===== src/inc/kps_defs.svh =====
// Function
// - Each word is eight bits on the serial input, clocked only while select is low.
// - Decode each accepted word's address and load exactly one of five registers.
// - Registers hold frequency, gain, time constant, prescaler, test and channel select.
// - Six-bit frequency code indexes a 64-entry centre frequency table.
// - Five-bit time-constant code indexes a 32-entry integrator table.
// - Prescaler codes 0 to 8 pick 4 to 24 MHz; fifth bit ignored.
// - Serial output floats when the float bit is 1, driven when 0.
// - Diagnostic mode outputs a register, buffered serial input, or comparator.
// - On select rising after a valid sequence, copy buffered word to register.
// - In integrate mode any single byte passing the filter is acted upon.
// - The filter accepts only words of exactly eight bits.
// - Most significant bit first, sampled on falling clock while select is low.
// - Prefix 00 frequency, 10 gain, 110 time constant; six, six, five bits.
// - Prefix 01 carries five prescaler bits then the float bit last.
// - Prefix 111: low bit picks channel, other four bits pick diagnostic mode.
`ifndef KPS_DEFS_SVH
`define KPS_DEFS_SVH
`define KPS_WORD_BITS     8
`define KPS_CNT_W         4
`define KPS_CNT_OVER      4'hf
`define KPS_PRE_MAX       4'h8
`define KPS_FREQ_RST      6'h00
`define KPS_GAIN_RST      6'h00
`define KPS_TC_RST        5'h00
`define KPS_PRE_RST       4'h0
`define KPS_SPARE_RST     1'h0
`define KPS_DIAG_RST      4'h0
`define KPS_CHAN_RST      1'h0
`define KPS_FLOAT_RST     1'h1
`define KPS_TEST_RST      5'h00
`define KPS_DIAG_FREQ     4'h1
`define KPS_DIAG_GAIN     4'h2
`define KPS_DIAG_TC       4'h3
`define KPS_DIAG_PRE      4'h4
`define KPS_DIAG_TEST     4'h5
`define KPS_DIAG_SI       4'h6
`define KPS_DIAG_CMP      4'h7
`endif


===== src/inc/kps_pkg.sv =====
package kps_pkg;
	typedef enum logic [2:0] {
		KPS_TGT_NONE,
		KPS_TGT_FREQ,
		KPS_TGT_GAIN,
		KPS_TGT_TC,
		KPS_TGT_PRE,
		KPS_TGT_TEST
	} kps_tgt_e;

	typedef enum logic [1:0] {
		KPS_IDLE,
		KPS_SHIFT,
		KPS_BAD
	} kps_state_e;

	// Decoded configuration as seen by the analog side.
	typedef struct packed {
		logic [5:0] freq_code;
		logic [5:0] gain_code;
		logic [4:0] tc_code;
		logic [3:0] prescale_code;
		logic       unused_prescale_bit;
		logic       out_float;
		logic [3:0] diag_mode;
		logic       channel_pick_bit;
	} kps_cfg_s;
endpackage


===== src/verilog/kps_spi_config.sv =====
`timescale 1ns/1ps
`default_nettype none
`include "kps_defs.svh"
module kps_spi_config (
	// Clock and reset.
	input  wire logic         sys_clk,
	input  wire logic         rst,
	// Serial link from the host, sampled on sys_clk.
	input  wire logic         sck,
	input  wire logic         cs_n,
	input  wire logic         si,
	// Analog side status.
	input  wire logic         int_hold,
	input  wire logic         rect_cmp,
	// Serial output pin.
	output logic              so_o,
	output logic              so_oe,
	// Configuration.
	output kps_pkg::kps_cfg_s cfg,
	output logic              prescale_valid,
	output logic              load_pulse
);
	logic                  sck_d_r;
	logic                  cs_d_r;
	logic [7:0]            shift_r;
	logic [`KPS_CNT_W-1:0] cnt_r;
	kps_pkg::kps_state_e   state_r;
	kps_pkg::kps_cfg_s     cfg_r;
	logic                  so_r;
	logic                  so_oe_r;
	logic                  pv_r;
	logic                  load_r;
	logic                  sck_fall;
	logic                  sck_rise;
	logic                  cs_fall;
	logic                  cs_rise;
	logic                  word_ok;
	kps_pkg::kps_tgt_e     tgt;

	// Address decode of a finished word, used only by the loader.
	function automatic kps_pkg::kps_tgt_e decode(input logic [7:0] w);
		kps_pkg::kps_tgt_e t;
		t = kps_pkg::KPS_TGT_NONE;
		unique casez (w[7:5])
			3'b00?: t = kps_pkg::KPS_TGT_FREQ;
			3'b10?: t = kps_pkg::KPS_TGT_GAIN;
			3'b110: t = kps_pkg::KPS_TGT_TC;
			3'b01?: t = kps_pkg::KPS_TGT_PRE;
			3'b111: t = kps_pkg::KPS_TGT_TEST;
		endcase
		return t;
	endfunction

	// Edge detection; the pins are taken as synchronous to sys_clk.
	assign sck_fall = sck_d_r & ~sck;
	assign sck_rise = ~sck_d_r & sck;
	assign cs_fall  = cs_d_r & ~cs_n;
	assign cs_rise  = ~cs_d_r & cs_n;
	assign tgt      = decode(shift_r);
	// A word counts only with exactly eight pulses and the clock low.
	assign word_ok  = (state_r == kps_pkg::KPS_SHIFT) && cs_rise &&
		(cnt_r == `KPS_CNT_W'(`KPS_WORD_BITS)) && !sck;

	// Previous pin levels.
	always_ff @(posedge sys_clk or posedge rst) begin
		if (rst) begin
			sck_d_r <= 1'b0;
			cs_d_r  <= 1'b1;
		end else begin
			sck_d_r <= sck;
			cs_d_r  <= cs_n;
		end
	end

	// Frame tracking: a clock high at select fall poisons the frame.
	always_ff @(posedge sys_clk or posedge rst) begin
		if (rst) begin
			state_r <= kps_pkg::KPS_IDLE;
		end else if (cs_n) begin
			state_r <= kps_pkg::KPS_IDLE;
		end else if (cs_fall) begin
			state_r <= sck ? kps_pkg::KPS_BAD : kps_pkg::KPS_SHIFT;
		end
	end

	// Shifter: MSB first on each falling clock while selected.
	always_ff @(posedge sys_clk or posedge rst) begin
		if (rst) begin
			shift_r <= 8'h00;
		end else if (!cs_n && sck_fall) begin
			shift_r <= {shift_r[6:0], si};
		end
	end

	// Pulse counter saturates so that long frames stay invalid.
	always_ff @(posedge sys_clk or posedge rst) begin
		if (rst) begin
			cnt_r <= `KPS_CNT_W'(0);
		end else if (cs_fall) begin
			cnt_r <= `KPS_CNT_W'(0);
		end else if (!cs_n && sck_rise && cnt_r != `KPS_CNT_OVER) begin
			cnt_r <= cnt_r + `KPS_CNT_W'(1);
		end
	end

	// Register load on select rise; int_hold does not block loading.
	// Only one target is written, so others keep their values.
	always_ff @(posedge sys_clk or posedge rst) begin
		if (rst) begin
			cfg_r.freq_code           <= `KPS_FREQ_RST;
			cfg_r.gain_code           <= `KPS_GAIN_RST;
			cfg_r.tc_code             <= `KPS_TC_RST;
			cfg_r.prescale_code       <= `KPS_PRE_RST;
			cfg_r.unused_prescale_bit <= `KPS_SPARE_RST;
			cfg_r.out_float           <= `KPS_FLOAT_RST;
			cfg_r.diag_mode           <= `KPS_DIAG_RST;
			cfg_r.channel_pick_bit    <= `KPS_CHAN_RST;
		end else if (word_ok) begin
			unique case (tgt)
				kps_pkg::KPS_TGT_FREQ: cfg_r.freq_code <= shift_r[5:0];
				kps_pkg::KPS_TGT_GAIN: cfg_r.gain_code <= shift_r[5:0];
				kps_pkg::KPS_TGT_TC: cfg_r.tc_code <= shift_r[4:0];
				kps_pkg::KPS_TGT_PRE: begin
					cfg_r.unused_prescale_bit <= shift_r[5];
					cfg_r.prescale_code       <= shift_r[4:1];
					cfg_r.out_float           <= shift_r[0];
				end
				kps_pkg::KPS_TGT_TEST: begin
					cfg_r.diag_mode        <= shift_r[4:1];
					cfg_r.channel_pick_bit <= shift_r[0];
				end
				kps_pkg::KPS_TGT_NONE: begin
				end
			endcase
		end
	end

	// Load strobe and prescaler legality flag.
	always_ff @(posedge sys_clk or posedge rst) begin
		if (rst) begin
			load_r <= 1'b0;
			pv_r   <= 1'b1;
		end else begin
			load_r <= word_ok;
			pv_r   <= (cfg_r.prescale_code <= `KPS_PRE_MAX);
		end
	end

	// Serial output: diagnostic mux, registers shown as parity-free LSB.
	// A single pin can show one bit, so each register's low bit is used.
	always_ff @(posedge sys_clk or posedge rst) begin
		if (rst) begin
			so_r    <= 1'b0;
			so_oe_r <= 1'b0;
		end else begin
			so_oe_r <= ~cfg_r.out_float;
			unique case (cfg_r.diag_mode)
				`KPS_DIAG_FREQ: so_r <= cfg_r.freq_code[0];
				`KPS_DIAG_GAIN: so_r <= cfg_r.gain_code[0];
				`KPS_DIAG_TC:   so_r <= cfg_r.tc_code[0];
				`KPS_DIAG_PRE:  so_r <= cfg_r.prescale_code[0];
				`KPS_DIAG_TEST: so_r <= cfg_r.channel_pick_bit;
				`KPS_DIAG_SI:   so_r <= si;
				`KPS_DIAG_CMP:  so_r <= rect_cmp;
				default:        so_r <= 1'b0;
			endcase
		end
	end

	assign so_o           = so_r;
	assign so_oe          = so_oe_r;
	assign cfg            = cfg_r;
	assign prescale_valid = pv_r;
	assign load_pulse     = load_r;
endmodule
`default_nettype wire

===== config.mk =====
export PLATFORM = sky130hd
export DESIGN_NAME = kps_spi_config
export DESIGN_NICKNAME = d
export VERILOG_FILES = /design/src/inc/kps_pkg.sv /design/src/verilog/kps_spi_config.sv
export VERILOG_INCLUDE_DIRS = /design/src /design/src/inc
export SDC_FILE = /design/constraint.sdc
export NUM_CORES = 1
export LEC_CHECK = 0
export ABC_AREA = 1
export BUFFER_PORTS_ARGS = -buffer_cell sky130_fd_sc_hd__buf_2
export CAP_MARGIN = 20
export CORE_ASPECT_RATIO = 1.75
export CORE_MARGIN = 3
export CORE_UTILIZATION = 49
export CTS_CLUSTER_DIAMETER = 50
export DETAILED_ROUTE_END_ITERATION = 10
export GPL_ROUTABILITY_DRIVEN = 0
export PLACE_DENSITY = 0.81
export SYNTH_ARGS = -nofsm -noshare
export SYNTH_HDL_FRONTEND = slang
export SYNTH_SLANG_ARGS = --single-unit

===== constraint.sdc =====
create_clock -name sys_clk -period 1.65 [get_ports sys_clk]
set_clock_uncertainty 0.15 [all_clocks]
set_input_delay 0.33 -clock sys_clk [delete_from_list [all_inputs] [get_ports sys_clk]]
set_output_delay 0.33 -clock sys_clk [all_outputs]
set_load 0.02 [all_outputs]

==> results of run 1 <==
[area by class of cell]
| type | instances | area [µm²] | area share |
|---|---|---|---|
| flip-flops and latches | 48 | 1200 | 0.442 |
| multi-input cells | 168 | 850 | 0.312 |
| repair buffers | 54 | 404 | 0.148 |
| inverters | 26 | 97.6 | 0.0358 |
| clock buffers | 7 | 76.3 | 0.0280 |
| well taps | 49 | 61.3 | 0.0225 |
| clock inverters | 1 | 30.0 | 0.0110 |
[worst max-delay path: stages, from the launching register on]
cell	delay, ns
sky130_fd_sc_hd__dfrtp_1	0.40
sky130_fd_sc_hd__inv_2	0.09
sky130_fd_sc_hd__ha_4	0.13
sky130_fd_sc_hd__nand2_2	0.07
sky130_fd_sc_hd__nor2_4	0.15
sky130_fd_sc_hd__buf_6	0.12
sky130_fd_sc_hd__clkbuf_16	0.13
sky130_fd_sc_hd__clkbuf_16	0.14
sky130_fd_sc_hd__nand4_1	0.11
sky130_fd_sc_hd__nand2_1	0.10
[registers in the layout (all words and copies together) (netlist names)]
name and cells:
cfg 28, cnt_r 4, cs_d_r 1, load_pulse 1, prescale_valid 1, sck_d_r 1
shift_r 8, so_o 1, so_oe 1, state_r 2
[synth_stat cells]
cell                       n  area (µm²)
sky130_fd_sc_hd__nand3_1  10        50.1
sky130_fd_sc_hd__buf_6     1        11.3
sky130_fd_sc_hd__dfrtp_1  45        1130
sky130_fd_sc_hd__or2_2     1        6.26
sky130_fd_sc_hd__buf_2     3        15.0
sky130_fd_sc_hd__nor2_4    1        11.3
sky130_fd_sc_hd__o31ai_1   2        15.0
sky130_fd_sc_hd__nor2_1   16        60.1
sky130_fd_sc_hd__nor4_1    1        6.26
sky130_fd_sc_hd__inv_2     1        3.75
sky130_fd_sc_hd__nand2_1  89         334
sky130_fd_sc_hd__nand4_1  31         194
sky130_fd_sc_hd__a21oi_1   3        15.0
sky130_fd_sc_hd__buf_4     3        22.5
sky130_fd_sc_hd__inv_1    25        93.8
sky130_fd_sc_hd__dfstp_2   3        78.8
sky130_fd_sc_hd__o21ai_0   6        30.0
sky130_fd_sc_hd__ha_1      2        25.0
sky130_fd_sc_hd__nand2_2   1        6.26
sky130_fd_sc_hd__nand3_4   2        35.0
sky130_fd_sc_hd__nor2_2    3        18.8
[report_power, final]
part / total, W / internal (W) / leakage [nW] / switching, W
Sequential: 0.00133 / 0.00123 / 0.634 / 0.0000974
Combinational: 0.000264 / 0.0000946 / 0.809 / 0.000170
Clock: 0.000838 / 0.000454 / 0.0524 / 0.000384
Total: 0.00243 / 0.00178 / 1.50 / 0.000651
[worst max path at each step]
stage | cells past startpoint | from | endpoint | slack, ns
after floorplan | 1 | rst | cfg[0] | 0.03
after global placement | 7 | cnt_r[0] | cfg[24] | 0.10
after detailed placement | 7 | cnt_r[0] | cfg[19] | 0.06
after CTS | 7 | cnt_r[0] | cfg[19] | 0.04
after global routing | 9 | cnt_r[1] | cfg[9] | -0.06
final | 9 | cnt_r[0] | cfg[10] | 0.007
[cell families after synthesis]
group,count (synthesis),share of synthesized area
flip-flops,48,0.558
adder cells (fa/ha/maj),2,0.0116
AND/OR/NAND/NOR,155,0.335
buffers and inverters,33,0.0678
AO/OA/AOI/OAI,11,0.0278
[through the flow]
step / power (W) / setup TNS (ns) / setup WS (ns) / hold slack [ns] / std cells
after floorplan: 0.00147 / 0 / 0.0305 / 0.184 / 249
after global placement: 0.00157 / 0 / 0.104 / 0.123 / 338
after detailed placement: 0.00158 / 0 / 0.0596 / 0.124 / 338
after CTS: 0.00240 / 0 / 0.0356 / 0.0340 / 347
after global routing: 0.00254 / -0.241 / -0.0559 / 0.0368 / 353
final: 0.00243 / 0 / 0.00714 / 0.0449 / 353
[repair_timing]
action,4_1_cts,5_1_grt
gates resized for setup,0,15
buffers inserted,0,4
hold endpoints to repair,10,0
hold buffers,1,0
setup endpoints to repair,0,29
[layer usage]
| metal | GRT usage | vias up | share of wire |
|---|---|---|---|
| met1 | 0.202 | 892 | 0.38 |
| li1 | - | 921 | - |
| met4 | 0.0713 | 0 | 0.041 |
| met2 | 0.349 | 38 | 0.55 |
| met3 | 0.0330 | 18 | 0.031 |
| met5 | 0 | - | 0 |
==> flow_summary.rst, run 1 <==
.. list-table::
   :header-rows: 1

   * - Metric
     - Value
   * - Post-synthesis instance area
     - around 2200 µm²
   * - Initial antenna violation count
     - 0
   * - Fill cell count
     - ~350
   * - PwrDens
     - between 800 and 900 nW/µm²
   * - Worst-path clk slew
     - about 0.090 ns
   * - Global-route wire length before repair
     - around 7600 µm
   * - Sequential share of the synthesized area
     - 0.558
   * - Number of sinks on the clock net
     - 48
   * - Design area
     - 2720 µm²
   * - Worst max-slew margin expressed relative to the limit
     - 0.725
   * - Required @ worst endpoint
     - around 1.8 ns
   * - Root Buffer
     - sky130_fd_sc_hd__clkbuf_8
   * - GRT Residual Overflow
     - 0
   * - Via density
     - approximately 5.3
   * - Number of synthesized register bits
     - 48
   * - Count of standard-cell rows
     - 31
   * - Commonest cells after routing, fill and taps aside
     - sky130_fd_sc_hd__nand2_1, sky130_fd_sc_hd__dfrtp_1, sky130_fd_sc_hd__buf_2, sky130_fd_sc_hd__nand4_1, sky130_fd_sc_hd__inv_1
   * - Final-stage net count
     - about 310
   * - Clock tree from TritonCTS
     - built
   * - Fmax
     - ~0.61 GHz
   * - Shortest period the worst path allows
     - approximately 1.6 ns
   * - Number of max-slew violations in the final report
     - 0
   * - Number of buffers added on ports
     - 37
   * - Total of endpoints with negative setup slack in the final report
     - 0
   * - Die Y
     - between 90 and 100 µm
   * - Worst min-delay path category
     - in2reg
   * - Largest buffer count on any clock path
     - 2
   * - Number of global-route vias before repair
     - approximately 1700
   * - Leakage component of the power
     - around 1.5 nW
   * - Leading cell type in the layout, fill and taps excluded
     - sky130_fd_sc_hd__nand2_1
   * - Diodes inserted
     - 0
   * - Via total after detailed routing
     - approximately 1900
   * - Routed length per instance
     - around 14 µm
   * - CP endpoint kind
     - flop
   * - Post-synthesis net count
     - ~260
   * - Number of iterations in the first detailed-routing pass
     - 4
   * - Start-to-end type of the worst setup path
     - reg2reg
   * - P&R area growth vs syn
     - 26.2%
   * - Number of standard cells after synthesis
     - ~250
   * - Worst R2R End
     - cfg[10]
   * - Area of the core
     - 4190 µm²
   * - Final Hold Vio Count
     - 0
   * - Number of cells traversed by the worst hold path
     - 1
   * - Die outline area
     - about 5300 µm²
   * - Distinct cells, synth
     - 21
   * - Final cycle utilization of the critical path
     - 0.996
   * - Critical-path maximum fanout
     - 9
   * - 1st-iter DRT viols
     - 47
   * - Antenna-violating nets left
     - 0
   * - Number of H-tree levels
     - 2
   * - Number of warning messages in the yosys log
     - 0
   * - R2r worst-path depth
     - 9
   * - Final wirelength
     - approximately 5000 µm
   * - Worst-margin pin slew
     - a little over 0.4 ns
   * - Cell area after placement
     - between 2000 and 2500 µm²
   * - Worst R2R Setup Slack
     - slightly above 0.007 ns
   * - Maximum number of pins on one net before global-route repair
     - 39
   * - Worst IR drop on VDD
     - 0.790 mV
   * - Hpwl dp
     - 3300 µm
   * - Reported max-cap violation count
     - 0
   * - Source-to-sink clock delay at the later pin of the worst-skew pair
     - around 0.30 ns
   * - Total routing usage reported by global routing
     - 0.185
   * - Startpoint type of the worst setup path
     - flop
   * - Post-synthesis area per instance
     - just under 9 µm²
   * - Worst hold start
     - sck
   * - Layout Utilization
     - 0.650
   * - Detailed-route DRC error count
     - 0
   * - Critical R2R Launch
     - cnt_r[0]
   * - Starting utilization of the core area
     - 0.515
   * - Top Ports
     - 39
   * - Result of the run
     - complete, no violations
   * - Share of final-layout standard cells stronger than drive strength 1
     - 0.273
   * - Endpoint of the worst hold-timing path
     - sck_d_r
   * - Endpoint arrival time on the critical path
     - between 1.5 and 2 ns
   * - Inserted Clock Buffers
     - 5
   * - Die W
     - 56.2 µm
Note: power is estimated with default switching activity, not from simulation.
==> inputs of run 2 (changes only) <==
--- a/config.mk
+++ b/config.mk
@@ -9,13 +9,15 @@
 export ABC_AREA = 1
 export BUFFER_PORTS_ARGS = -buffer_cell sky130_fd_sc_hd__buf_2
 export CAP_MARGIN = 20
+export CELL_PAD_IN_SITES_DETAIL_PLACEMENT = 0
+export CELL_PAD_IN_SITES_GLOBAL_PLACEMENT = 1
 export CORE_ASPECT_RATIO = 1.75
 export CORE_MARGIN = 3
-export CORE_UTILIZATION = 49
+export CORE_UTILIZATION = 37
 export CTS_CLUSTER_DIAMETER = 50
 export DETAILED_ROUTE_END_ITERATION = 10
 export GPL_ROUTABILITY_DRIVEN = 0
-export PLACE_DENSITY = 0.81
+export PLACE_DENSITY = 0.82
 export SYNTH_ARGS = -nofsm -noshare
 export SYNTH_HDL_FRONTEND = slang
 export SYNTH_SLANG_ARGS = --single-unit
==> flow_summary.rst, run 2 (same netlist as run 1, synthesis figures left out) <==
.. list-table::
   :header-rows: 1

   * - Metric
     - Value
   * - Share of final-layout standard cells stronger than drive strength 1
     - 0.242 (-0.0313)
   * - Count of standard-cell rows
     - 36 (+16%)
   * - Fmax
     - 0.639 GHz (+5.0%)
   * - Inserted Clock Buffers
     - 5 (unchanged)
   * - Routed length per instance
     - 12.3 µm (-14%)
   * - Comb pwr share
     - 0.109 (about the same)
   * - Number of buffers added on ports
     - 37 (unchanged)
   * - Number of cells in the finished layout apart from fillers
     - 378 (+7.1%)
   * - Number of flip-flops in the largest register
     - 28 (unchanged)
   * - Placed Cells incl. Taps
     - 368 (+8.9%)
   * - Die outline area
     - 6820 µm² (+29%)
   * - Share of total power in sequential cells
     - 0.581 (+0.035)
   * - Required @ worst endpoint
     - 1.75 ns (about the same)
   * - Critical-path maximum fanout
     - 8 (-1)
   * - Switch Pwr
     - 0.000626 W (-3.9%)
   * - Diodes inserted
     - 0 (unchanged)
   * - Hpwl dp
     - 3350 µm (+1.5%)
   * - Number of max-slew violations in the final report
     - 0 (unchanged)
   * - Endpoint arrival time on the critical path
     - 1.66 ns (-0.08 ns)
   * - Final wirelength
     - 4650 µm (-7.6%)
   * - Minimum setup slack in the final design
     - 0.0848 ns (+0.0777 ns)
   * - Maximum number of pins on one net before global-route repair
     - 49 (+26%)
   * - Worst-margin pin slew
     - 0.449 ns (+0.0374 ns)
   * - Shortest period the worst path allows
     - 1.57 ns (-0.0777 ns)
   * - Largest buffer count on any clock path
     - 2 (unchanged)
   * - Reported max-cap violation count
     - 0 (unchanged)
   * - Number of iterations in the first detailed-routing pass
     - 4 (unchanged)
   * - Worst-path clk slew
     - 0.09 ns (about the same)
   * - Number of sinks on the clock net
     - 48 (unchanged)
   * - Top Ports
     - 39 (unchanged)
   * - Leading cell type in the layout, fill and taps excluded
     - sky130_fd_sc_hd__nand2_1
   * - Die W
     - 63.7 µm (+13%)
   * - Final Hold Vio Count
     - 0 (unchanged)
   * - Die Y
     - 107 µm (+14%)
   * - Cell-internal power
     - 0.00166 W (-6.6%)
   * - P&R area growth vs syn
     - 22.3%
   * - Area of the core
     - 5630 µm² (+34%)
   * - Source-to-sink clock delay at the later pin of the worst-skew pair
     - 0.30 ns (about the same)
   * - Start-to-end type of the worst setup path
     - reg2reg
   * - Startpoint type of the worst setup path
     - flop
   * - Net switching fraction of the power
     - 0.274 (+0.00579)
   * - 1st-iter DRT viols
     - 77 (+64%)
   * - Worst max-slew margin expressed relative to the limit
     - 0.700 (-0.0250)
   * - Via density
     - 4.74 (-10%)
   * - GRT Residual Overflow
     - 0 (unchanged)
   * - Setup slack after placement
     - 0.0334 ns (-0.0263 ns)
   * - Antenna-violating nets left
     - 0 (unchanged)
   * - Total routing usage reported by global routing
     - 0.150 (-0.0352)
   * - Worst IR drop on VDD
     - 0.435 mV (-45%)
   * - Root Buffer
     - sky130_fd_sc_hd__clkbuf_8
   * - Number of H-tree levels
     - 2 (unchanged)
   * - Worst min-delay path category
     - in2reg
   * - CP endpoint kind
     - flop
   * - Setup total negative slack
     - 0 ns (unchanged)
   * - Clock group share of total power
     - 0.310 (-0.035)
   * - Commonest cells after routing, fill and taps aside
     - sky130_fd_sc_hd__nand2_1, sky130_fd_sc_hd__dfrtp_1, sky130_fd_sc_hd__buf_2, sky130_fd_sc_hd__nand4_1, sky130_fd_sc_hd__inv_1
   * - PwrDens
     - 867 nW/µm² (-2.8%)
   * - Initial antenna violation count
     - 0 (unchanged)
   * - Clock tree from TritonCTS
     - built
   * - Global-route wire length before repair
     - 7980 µm (+4.4%)
   * - Final-stage net count
     - 310 (-0.64%)
   * - Via total after detailed routing
     - 1792 (-4.1%)
   * - Leakage component of the power
     - 1.46 nW (-2.5%)
   * - Number of global-route vias before repair
     - 1685 (-2.1%)
   * - Unrepaired setup endpoints after global routing
     - yes
   * - Total of endpoints with negative setup slack in the final report
     - 0 (unchanged)
   * - Fill cell count
     - 563 (+62%)
   * - Detailed-route DRC error count
     - 0 (unchanged)
   * - Final cycle utilization of the critical path
     - 0.949 (-0.0471)
   * - Starting utilization of the core area
     - 0.383 (-0.132)
   * - Result of the run
     - complete, no violations
run 2: repair_timing:
action	CTS	global route
setup buffers	0	1
endpoints found under the hold margin	45	0
hold buffers	1	0
gates resized for setup	0	7
setup endpoints to repair	0	25
run 2: worst max-delay path, stage by stage, from the launching register on:
cell                      delay, ns
sky130_fd_sc_hd__dfrtp_1       0.39
sky130_fd_sc_hd__inv_1         0.08
sky130_fd_sc_hd__ha_1          0.17
sky130_fd_sc_hd__nand2_2       0.08
sky130_fd_sc_hd__nor2_4        0.16
sky130_fd_sc_hd__buf_6         0.15
sky130_fd_sc_hd__buf_4         0.15
sky130_fd_sc_hd__nand4_1       0.11
sky130_fd_sc_hd__nand2_1       0.09
run 2: power by group through the flow:
stage,combinational (W),sequential [W],clock [W]
3_5_place_dp,0.000239,0.00135,0
2_1_floorplan,0.000153,0.00131,0
3_3_place_gp,0.000235,0.00135,0
5_1_grt,0.000288,0.00134,0.000786
6_report,0.000250,0.00133,0.000708
4_1_cts,0.000242,0.00133,0.000740
run 2: path summary, 6_finish.rpt:
path                            depth (start not counted)  slack (ns)      from        endpoint
max in group asynchronous                               4        0.61       rst  prescale_valid
worst min-delay path                                    1        0.03       sck         sck_d_r
worst min register to register                          1        0.29    cfg[9]  prescale_valid
worst max register to register                          8        0.08  cnt_r[0]          cfg[5]
worst max-delay path                                    8        0.08  cnt_r[0]          cfg[5]
min in group asynchronous                               4        0.46       rst         cfg[14]
run 2: stage by stage:
stage,util,total power (W),hold slack (ns),cell area [µm²]
5_1_grt,0.469,0.00241,0.0224,2640
4_1_cts,0.462,0.00231,0.0206,2600
3_5_place_dp,0.444,0.00159,0.239,2500
6_report,0.469,0.00229,0.0312,2640
3_3_place_gp,0.444,0.00159,0.234,2500
2_1_floorplan,-,0.00147,0.184,2160
run 2: final cells by class:
cell class | instances | area, µm² | area share
Sequential cell | 48 | 1200 | 0.457
Multi-Input combinational cell | 168 | 827 | 0.313
Timing Repair Buffer | 52 | 324 | 0.123
Inverter | 26 | 97.6 | 0.0370
Tap cell | 76 | 95.1 | 0.0360
Clock buffer | 8 | 90.1 | 0.0341
run 2: layer usage:
layer,GRT usage,vias up,part of all wire
met2,0.270,38,0.55
li1,-,918,-
met5,0,-,0
met4,0.0603,0,0.018
met3,0.0304,6,0.037
met1,0.171,830,0.40
